File: src/hmbx_pkg.sv
package hmbx_pkg;

	localparam int unsigned WB_AW       = 8;
	localparam int unsigned WB_DW       = 32;
	localparam int unsigned WB_SW       = 4;
	localparam int unsigned CHIP_LINES  = 4;
	localparam int unsigned IRQ_BITS    = 6;

	// Register byte offsets on the processor bus.
	localparam logic [WB_AW-1:0] OFS_INBOUND   = 8'h00;
	localparam logic [WB_AW-1:0] OFS_OUTBOUND  = 8'h04;
	localparam logic [WB_AW-1:0] OFS_STATUS    = 8'h08;
	localparam logic [WB_AW-1:0] OFS_EVENT     = 8'h0C;
	localparam logic [WB_AW-1:0] OFS_EVENT_SET = 8'h10;
	localparam logic [WB_AW-1:0] OFS_EVENT_CLR = 8'h14;
	localparam logic [WB_AW-1:0] OFS_IRQ_STAT  = 8'h18;
	localparam logic [WB_AW-1:0] OFS_IRQ_MASK  = 8'h1C;

	// Field positions.
	localparam int unsigned STAT_INB_FULL   = 0;
	localparam int unsigned STAT_OUTB_READY = 1;
	localparam int unsigned EVT_IN_LSB      = 0;
	localparam int unsigned EVT_OUT_LSB     = 4;
	localparam int unsigned IRQ_HOST_WR     = 0;
	localparam int unsigned IRQ_HOST_RD     = 1;
	localparam int unsigned IRQ_IN_LSB      = 2;

	// Reset values.
	localparam logic [CHIP_LINES-1:0] EVT_OUT_RST  = 4'h0;
	localparam logic [IRQ_BITS-1:0]   IRQ_MASK_RST = 6'h00;

	typedef enum logic [1:0] {
		HMBX_WB_IDLE = 2'b01,
		HMBX_WB_ACK  = 2'b10
	} hmbx_wb_state_t;

endpackage : hmbx_pkg

File: src/hmbx_sync.sv
`timescale 1ns/1ps
`default_nettype none
module hmbx_sync #(
	parameter int unsigned W = 4
) (
	input  wire logic         clk_i,  // Device clock.
	input  wire logic         rst_i,  // Synchronous reset, active high.
	input  wire logic [W-1:0] d_i,    // Asynchronous levels.
	output logic      [W-1:0] q_o     // Levels in the clock domain.
);
	typedef struct packed {
		logic [W-1:0] meta;
		logic [W-1:0] stable;
	} hmbx_sync_t;

	hmbx_sync_t s_r;
	hmbx_sync_t s_nxt;

	// The first stage feeds only the second stage.
	always_comb begin
		s_nxt.meta   = d_i;
		s_nxt.stable = s_r.meta;
	end

	always_ff @(posedge clk_i) begin
		if (rst_i) begin
			s_r <= '0;
		end else begin
			s_r <= s_nxt;
		end
	end

	assign q_o = s_r.stable;
endmodule : hmbx_sync
`default_nettype wire

File: src/hmbx_flag.sv
`timescale 1ns/1ps
`default_nettype none
module hmbx_flag (
	input  wire logic clk_i,  // Device clock.
	input  wire logic rst_i,  // Synchronous reset, active high.
	input  wire logic set_i,  // One-cycle set pulse.
	input  wire logic clr_i,  // One-cycle clear pulse.
	output logic      flag_o  // Registered flag.
);
	typedef struct packed {
		logic flag;
	} hmbx_flag_t;

	hmbx_flag_t s_r;
	hmbx_flag_t s_nxt;

	// A set in the same cycle as a clear wins, so a fresh message is never lost.
	always_comb begin
		s_nxt = s_r;
		if (set_i) begin
			s_nxt.flag = 1'b1;
		end else if (clr_i) begin
			s_nxt.flag = 1'b0;
		end
	end

	always_ff @(posedge clk_i) begin
		if (rst_i) begin
			s_r <= '0;
		end else begin
			s_r <= s_nxt;
		end
	end

	assign flag_o = s_r.flag;
endmodule : hmbx_flag
`default_nettype wire

File: src/hmbx_top.sv
// Local design decisions: the Wishbone register port and the address map.
`timescale 1ns/1ps
`default_nettype none
module hmbx_top
	import hmbx_pkg::*;
#(
	parameter int unsigned                     HOST_DW  = 32,
	parameter logic [hmbx_pkg::CHIP_LINES-1:0] OUT_INIT = hmbx_pkg::EVT_OUT_RST
) (
	input  wire logic                       clk_i,                   // Device clock.
	input  wire logic                       rst_i,                   // Synchronous reset, high.
	input  wire logic                       wb_cyc_i,                // Bus cycle.
	input  wire logic                       wb_stb_i,                // Bus strobe.
	input  wire logic                       wb_we_i,                 // Write enable.
	input  wire logic [hmbx_pkg::WB_AW-1:0] wb_adr_i,                // Byte address.
	input  wire logic [hmbx_pkg::WB_DW-1:0] wb_dat_i,                // Write data.
	input  wire logic [hmbx_pkg::WB_SW-1:0] wb_sel_i,                // Byte selects.
	output logic      [hmbx_pkg::WB_DW-1:0] wb_dat_o,                // Read data.
	output logic                            wb_ack_o,                // Acknowledge.
	output logic                            irq_o,                   // Level interrupt.
	input  wire logic                       mailbox_select_i,        // Host mailbox select.
	input  wire logic                       host_read_not_write_i,   // Host 1 read, 0 write.
	input  wire logic [HOST_DW-1:0]         host_wdata_i,            // Host write data.
	output logic      [HOST_DW-1:0]         host_rdata_o,            // Host read data.
	output logic                            inbound_full_o,          // Inbound holds unread data.
	output logic                            outbound_ready_o,        // Outbound holds a response.
	input  wire logic                       chip_event_in_a_i,       // Event input A.
	input  wire logic                       chip_event_in_b_i,       // Event input B.
	input  wire logic                       chip_event_in_c_i,       // Event input C.
	input  wire logic                       chip_event_in_d_i,       // Event input D.
	output logic                            chip_state_out_a_o,      // State output A.
	output logic                            chip_state_out_b_o,      // State output B.
	output logic                            chip_state_out_c_o,      // State output C.
	output logic                            chip_state_out_d_o       // State output D.
);
	import hmbx_pkg::*;

	typedef struct packed {
		hmbx_wb_state_t          wb_state;
		logic [WB_DW-1:0]        wb_rdata;
		logic [HOST_DW-1:0]      inbound;
		logic [HOST_DW-1:0]      outbound;
		logic [HOST_DW-1:0]      host_rdata;
		logic                    sel_prev;
		logic [CHIP_LINES-1:0]   evt_out;
		logic [CHIP_LINES-1:0]   in_prev;
		logic [IRQ_BITS-1:0]     irq_stat;
		logic [IRQ_BITS-1:0]     irq_mask;
		logic                    irq;
	} hmbx_state_t;

	hmbx_state_t s_r;
	hmbx_state_t s_nxt;

	logic [CHIP_LINES-1:0] in_raw;
	logic [CHIP_LINES-1:0] in_sync;
	logic [CHIP_LINES-1:0] in_rise;
	logic                  inb_full;
	logic                  outb_ready;
	logic                  wb_take;
	logic                  wb_wr;
	logic                  wb_rd;
	logic                  host_take;
	logic                  host_wr;
	logic                  host_rd;
	logic                  rd_inbound;
	logic                  wr_outbound;

	// Merges write data into a register under the byte selects.
	function automatic logic [WB_DW-1:0] merge(
		input logic [WB_DW-1:0] old_v,
		input logic [WB_DW-1:0] new_v,
		input logic [WB_SW-1:0] sel
	);
		logic [WB_DW-1:0] res;
		res = old_v;
		for (int i = 0; i < WB_SW; i++) begin
			if (sel[i]) begin
				res[i*8 +: 8] = new_v[i*8 +: 8];
			end
		end
		return res;
	endfunction : merge

	assign in_raw = {chip_event_in_d_i, chip_event_in_c_i, chip_event_in_b_i, chip_event_in_a_i};

	hmbx_sync #(
		.W(CHIP_LINES)
	) u_in_sync (
		.clk_i(clk_i),
		.rst_i(rst_i),
		.d_i  (in_raw),
		.q_o  (in_sync)
	);

	// Edges are taken from the synchronised copy only.
	assign in_rise = in_sync & ~s_r.in_prev;

	assign wb_take     = wb_cyc_i & wb_stb_i & (s_r.wb_state == HMBX_WB_IDLE);
	assign wb_wr       = wb_take & wb_we_i;
	assign wb_rd       = wb_take & ~wb_we_i;
	assign rd_inbound  = wb_rd & (wb_adr_i == OFS_INBOUND);
	assign wr_outbound = wb_wr & (wb_adr_i == OFS_OUTBOUND);

	// One host access per rising edge of the select, so a held select is not a burst.
	assign host_take = mailbox_select_i & ~s_r.sel_prev;
	assign host_wr   = host_take & ~host_read_not_write_i;
	assign host_rd   = host_take & host_read_not_write_i;

	hmbx_flag u_inb_full (
		.clk_i (clk_i),
		.rst_i (rst_i),
		.set_i (host_wr),
		.clr_i (rd_inbound),
		.flag_o(inb_full)
	);

	hmbx_flag u_outb_ready (
		.clk_i (clk_i),
		.rst_i (rst_i),
		.set_i (wr_outbound),
		.clr_i (host_rd),
		.flag_o(outb_ready)
	);

	always_comb begin
		logic [IRQ_BITS-1:0] ev;
		logic [IRQ_BITS-1:0] w1c;
		logic [WB_DW-1:0]    wv;
		ev  = '0;
		w1c = '0;
		wv  = '0;
		s_nxt = s_r;
		s_nxt.sel_prev = mailbox_select_i;
		s_nxt.in_prev  = in_sync;

		case (s_r.wb_state)
			HMBX_WB_IDLE: begin
				if (wb_take) begin
					s_nxt.wb_state = HMBX_WB_ACK;
				end
			end
			HMBX_WB_ACK: begin
				s_nxt.wb_state = HMBX_WB_IDLE;
			end
			default: begin
				s_nxt.wb_state = HMBX_WB_IDLE;
			end
		endcase

		if (host_wr) begin
			s_nxt.inbound = host_wdata_i;
		end
		if (host_rd) begin
			s_nxt.host_rdata = s_r.outbound;
		end

		// Read data is captured at the accepting edge and shown with the acknowledge.
		if (wb_rd) begin
			if (wb_adr_i == OFS_INBOUND) begin
				s_nxt.wb_rdata = WB_DW'(s_r.inbound);
			end else if (wb_adr_i == OFS_OUTBOUND) begin
				s_nxt.wb_rdata = WB_DW'(s_r.outbound);
			end else if (wb_adr_i == OFS_STATUS) begin
				s_nxt.wb_rdata = '0;
				s_nxt.wb_rdata[STAT_INB_FULL]   = inb_full;
				s_nxt.wb_rdata[STAT_OUTB_READY] = outb_ready;
			end else if (wb_adr_i == OFS_EVENT) begin
				s_nxt.wb_rdata = '0;
				s_nxt.wb_rdata[EVT_IN_LSB +: CHIP_LINES]  = in_sync;
				s_nxt.wb_rdata[EVT_OUT_LSB +: CHIP_LINES] = s_r.evt_out;
			end else if (wb_adr_i == OFS_IRQ_STAT) begin
				s_nxt.wb_rdata = WB_DW'(s_r.irq_stat);
			end else if (wb_adr_i == OFS_IRQ_MASK) begin
				s_nxt.wb_rdata = WB_DW'(s_r.irq_mask);
			end else begin
				s_nxt.wb_rdata = '0;
			end
		end

		if (wb_wr) begin
			if (wb_adr_i == OFS_OUTBOUND) begin
				wv = merge(WB_DW'(s_r.outbound), wb_dat_i, wb_sel_i);
				s_nxt.outbound = wv[HOST_DW-1:0];
			end else if (wb_adr_i == OFS_EVENT) begin
				wv = merge('0, wb_dat_i, wb_sel_i);
				if (wb_sel_i[0]) begin
					s_nxt.evt_out = wv[EVT_OUT_LSB +: CHIP_LINES];
				end
			end else if (wb_adr_i == OFS_EVENT_SET) begin
				wv = merge('0, wb_dat_i, wb_sel_i);
				s_nxt.evt_out = s_r.evt_out | wv[CHIP_LINES-1:0];
			end else if (wb_adr_i == OFS_EVENT_CLR) begin
				wv = merge('0, wb_dat_i, wb_sel_i);
				s_nxt.evt_out = s_r.evt_out & ~wv[CHIP_LINES-1:0];
			end else if (wb_adr_i == OFS_IRQ_STAT) begin
				wv  = merge('0, wb_dat_i, wb_sel_i);
				w1c = wv[IRQ_BITS-1:0];
			end else if (wb_adr_i == OFS_IRQ_MASK) begin
				wv = merge(WB_DW'(s_r.irq_mask), wb_dat_i, wb_sel_i);
				s_nxt.irq_mask = wv[IRQ_BITS-1:0];
			end
		end

		// A fresh event beats a write-one-to-clear in the same cycle.
		ev[IRQ_HOST_WR] = host_wr;
		ev[IRQ_HOST_RD] = host_rd;
		ev[IRQ_IN_LSB +: CHIP_LINES] = in_rise;
		s_nxt.irq_stat = (s_r.irq_stat & ~w1c) | ev;
		s_nxt.irq = |(s_nxt.irq_stat & s_nxt.irq_mask);
	end

	always_ff @(posedge clk_i) begin
		if (rst_i) begin
			s_r          <= '0;
			s_r.wb_state <= HMBX_WB_IDLE;
			// The state lines leave reset at a known level for board start-up.
			s_r.evt_out  <= OUT_INIT;
			s_r.irq_mask <= IRQ_MASK_RST;
		end else begin
			s_r <= s_nxt;
		end
	end

	assign wb_ack_o           = (s_r.wb_state == HMBX_WB_ACK);
	assign wb_dat_o           = s_r.wb_rdata;
	assign irq_o              = s_r.irq;
	assign host_rdata_o       = s_r.host_rdata;
	assign inbound_full_o     = inb_full;
	assign outbound_ready_o   = outb_ready;
	assign chip_state_out_a_o = s_r.evt_out[0];
	assign chip_state_out_b_o = s_r.evt_out[1];
	assign chip_state_out_c_o = s_r.evt_out[2];
	assign chip_state_out_d_o = s_r.evt_out[3];
endmodule : hmbx_top
`default_nettype wire

File: config.mk
export PLATFORM = sky130hd
export DESIGN_NAME = hmbx_top
export DESIGN_NICKNAME = d
export VERILOG_FILES = /design/src/hmbx_pkg.sv /design/src/hmbx_sync.sv /design/src/hmbx_flag.sv /design/src/hmbx_top.sv
export SDC_FILE = /design/constraint.sdc
export NUM_CORES = 1
export LEC_CHECK = 0
export ABC_AREA = 1
export BUFFER_PORTS_ARGS = -buffer_cell sky130_fd_sc_hd__buf_4
export CORE_MARGIN = 2
export CORE_UTILIZATION = 45
export DETAILED_ROUTE_END_ITERATION = 10
export PLACE_DENSITY = 0.71
export SYNTH_ARGS = -nofsm -noshare
export SYNTH_HDL_FRONTEND = slang
export SYNTH_SLANG_ARGS = --single-unit
export TNS_END_PERCENT = 100
File: constraint.sdc
create_clock -name clk_i -period 1.4 [get_ports clk_i]
set_input_delay 0.14 -clock clk_i [delete_from_list [all_inputs] [get_ports clk_i]]
set_output_delay 0.14 -clock clk_i [all_outputs]
set_load 0.01 [all_outputs]
==> out/results.ini <==
[synth]
synthMuxAreaShare_pct = 0
avgSynthCellArea_sq_um = 7.56
synthesis.nets = 991
synth-adder-area-share_pct = 0
synth.distinct_cells = 27
ys_ff_latch = 162
syn_inst = 904
yosys.area_share.xor_xnor_pct = 0
synth-seq-area-share_pct = 47.4
syn-cell-area_sq_um = 6840
ys_warn_count = 0
synth_top_family_by_area = compound AO/OA/AOI/OAI gates
synth_compound_area_share_pct = 22.2
synthSimpleGateAreaFrac_pct = 13.3

[die]
fp.dieW_um = 127
start_util_pct = 45.5
die_height_um = 127
num_rows = 45
coreArea_sq_um = 15000
die_area_sq_um = 16200
ioPinCount = 159

[timing]
slew-limit-headroom_pct = 71.7
drv_slew = 0
hold_viol = 0
fmax_ghz = 0.647
clock_skew_ns = 0.00771
max_slew.worst_pin.slew_ns = 0.424
finalSetupViolCount = 67
finalCritPeriodShare_pct = 110
post-route-min-period_ns = 1.54
rsz0062_at_grt = true
setup_ws_ns = -0.145

[cts]
h-tree-depth = 4
cts.clk_slew.worst_paths_ns = 0.06
cts_sinks = 162
cts_max_path_buffers = 2
cts-root-buf = clkbuf_16
cts_inserted_buffers = 17
cts_tree = built
clk_latency_ns = 0.43

[route]
vias = 6435
vias_per_cell = 5.06
wl_per_cell_um = 15.0
drtIter0Drc = 608
antenna_left = 0
drcViolationCount = 0
finalWirelength_um = 19000
firstDrtPassIters = 5

[placed_design]
port_buffers = 158
hpwl_um = 12100
place_ws_ns = -0.205
gp_congestion = 0.819
placed_area_sq_um = 8110

[power_and_ir_drop]
switchingPower_uw = 2550
vdd_drop_max_mv = 0.820
clkPwrFrac_pct = 44.2
p_leak_uw = 0.00422
swShare_pct = 24.2
intPower_uw = 7980
powerDensity_nw_per_um2 = 1090
p_seq_share_pct = 45.8
combPwrFrac_pct = 9.9

[global_route]
globalRouteMet1Util_pct = 28.4
grt_pass1_wl_um = 28700
grt_pass1_vias = 5872
gr-usage-met3_pct = 4.65
met2_usage_pct = 37.9
grt_busiest_layer = met2
grt_overflow = 0
grt_max_degree = 81
track_usage_pct = 22.3
antenna_found_initial = 0

[setup_path]
crit_fanout = 8
cpPeakStageDelay_ns = 0.31
rrSetupSlack_ns = -0.14
cp_slowest_cell = dfxtp_1
cp.arrival_ns = 1.87
crit_path_start_kind = flip-flop
worstSetupEndpointType = flip-flop
setup.worst_path.class = flip-flop to flip-flop
path_cells = inv_2 > nand2_2 > nor2_2 > inv_2 > nor3_4 > buf_12 > buf_12 > nand2_8 > o21ai_2 > a21oi_2
crit_required_ns = 1.72

[finish]
insertedDiodeCount = 0
drive_above_1_share_pct = 32.3
area_growth_pct = 41.9
design_area_sq_um = 9700
nNetsFinal = 1158

[status]
violations = setup timing
status = finished with violations

[flow_run]
drv_cap = 0

[hold_path]
min_path_type = primary input to flip-flop

[cell type report]
| type | count | area, sq um |
|---|---|---|
| timing repair buffer | 259 | 2270 |
| inverter | 130 | 490 |
| fill | 1230 | 5330 |
| multi-input combinational | 501 | 2870 |
| clock inverter | 14 | 153 |
| tap | 188 | 235 |
| clock buffer | 18 | 439 |
| sequential | 162 | 3240 |
[synthesized netlist by cell type]
cell type | count | area [sq um]
buf_2 | 7 | 35.0
nor3_1 | 25 | 125
nand3_2 | 1 | 10.0
o21ai_0 | 149 | 746
o211ai_1 | 4 | 30.0
nor3_4 | 1 | 16.3
nand2_2 | 1 | 6.26
a221oi_1 | 2 | 17.5
inv_1 | 128 | 480
inv_2 | 2 | 7.51
a211oi_2 | 2 | 25.0
nor2_2 | 1 | 6.26
o21ai_1 | 10 | 50.1
or2_2 | 4 | 25.0
clkbuf_1 | 41 | 154
o221ai_1 | 4 | 35.0
buf_4 | 64 | 480
nor2_1 | 40 | 150
nand2_1 | 111 | 417
nand3_1 | 11 | 55.1
nand3b_1 | 2 | 15.0
nand4_4 | 1 | 21.3
nor2_4 | 4 | 45.0
dfxtp_1 | 162 | 3240
nand4_1 | 3 | 18.8
a21oi_1 | 123 | 616
clkbuf_2 | 1 | 5.00
[final timing paths]
check | start | endpoint | cells after the start
worst max-delay path | s_r[151] | s_r[64] | 10
worst min-delay path | wb_dat_i[13] | s_r[67] | 3
worst max register to register | s_r[151] | s_r[64] | 10
worst min register to register | u_in_sync.s_nxt[3] | u_in_sync.q_o[3] | 2
[critical path: cells and delay by family (launching register included)]
family | cells | cell delay (ns)
buffers and inverters | 4 | 0.45
flip-flops | 1 | 0.31
AO/OA/AOI/OAI | 2 | 0.19
AND/OR/NAND/NOR | 4 | 0.48
[power groups by stage]
stage	clock network (uW)	logic [uW]	registers [uW]
after detailed placement	0	837	4920
final	4660	1050	4830
after global placement	0	832	4920
after global routing	4940	1140	4840
after floorplan	0	468	4900
after CTS	4720	988	4820
[sequential cells by signal, summed over array words and instances (netlist names), named ones only]
signal / flops
u_in_sync.q_o: 4
u_in_sync.s_nxt: 4
u_outb_ready.flag_o: 1
s_r: 83
irq_o: 1
u_inb_full.flag_o: 1
wb_dat_o: 32
host_rdata_o: 32
[cell families after synthesis]
| family | count (synthesis) |
|---|---|
| AND/OR/NAND/NOR | 205 |
| buffers and inverters | 243 |
| AO/OA/AOI/OAI | 294 |
| flip-flops | 162 |
[what timing repair did]
| action | CTS | global route |
|---|---|---|
| hold buffers | 38 | 1 |
| gates cloned | 1 | 4 |
| buffers inserted | 3 | 5 |
| hold endpoints to repair | 38 | 1 |
| setup endpoints to repair | 67 | 118 |
| resized for setup | 104 | 59 |
| pin swaps | 4 | 20 |
[cells in the final DEF, fill, tap and decap left out, types with 2 or more instances in the layout]
master and count:
o21ai_2 25, nor3_4 2, a221oi_2 2, nand2_2 7, inv_1 122, bufinv_16 2, nand2_1 101, nor2_4 5
clkinv_2 4, a21oi_2 15, a21oi_4 3, nand4_1 3, buf_12 9, a211oi_2 2, o221ai_1 4, o211ai_1 4
a21oi_1 105, nor3_2 6, dlygate4sd3_1 39, inv_6 4, buf_4 198, buf_6 5, nor2_1 37, clkinv_4 3
nand2_8 6, nor3_1 18, o21ai_0 100, nand3b_1 2, nand3_2 2, or2_2 4, inv_2 7, buf_8 5
dfxtp_1 161, o21ai_1 29, clkbuf_16 19, o21ai_4 5, nand3_1 9, nor2_2 3
[through the flow]
step	utilization, %	power (uW)	TNS, ns	std cells	hold slack, ns
2_1_floorplan	-	5370	-0.173	904	0.247
3_3_place_gp	53.9	5750	-6.18	1190	0.342
3_5_place_dp	53.9	5760	-8.68	1190	0.348
4_1_cts	62.1	10500	-3.39	1264	0.000247
5_1_grt	64.5	10900	-13.20	1272	0.00195
6_report	64.5	10500	-5.66	1272	0.00404
[layer usage]
layer / vias to the layer above / routed length [um]
li1: 3209 / -
met1: 3003 / 8170
met2: 201 / 9500
met3: 22 / 1050
met4: 0 / 328
met5: - / 0
No activity file was read; power rests on OpenSTA's default activity.
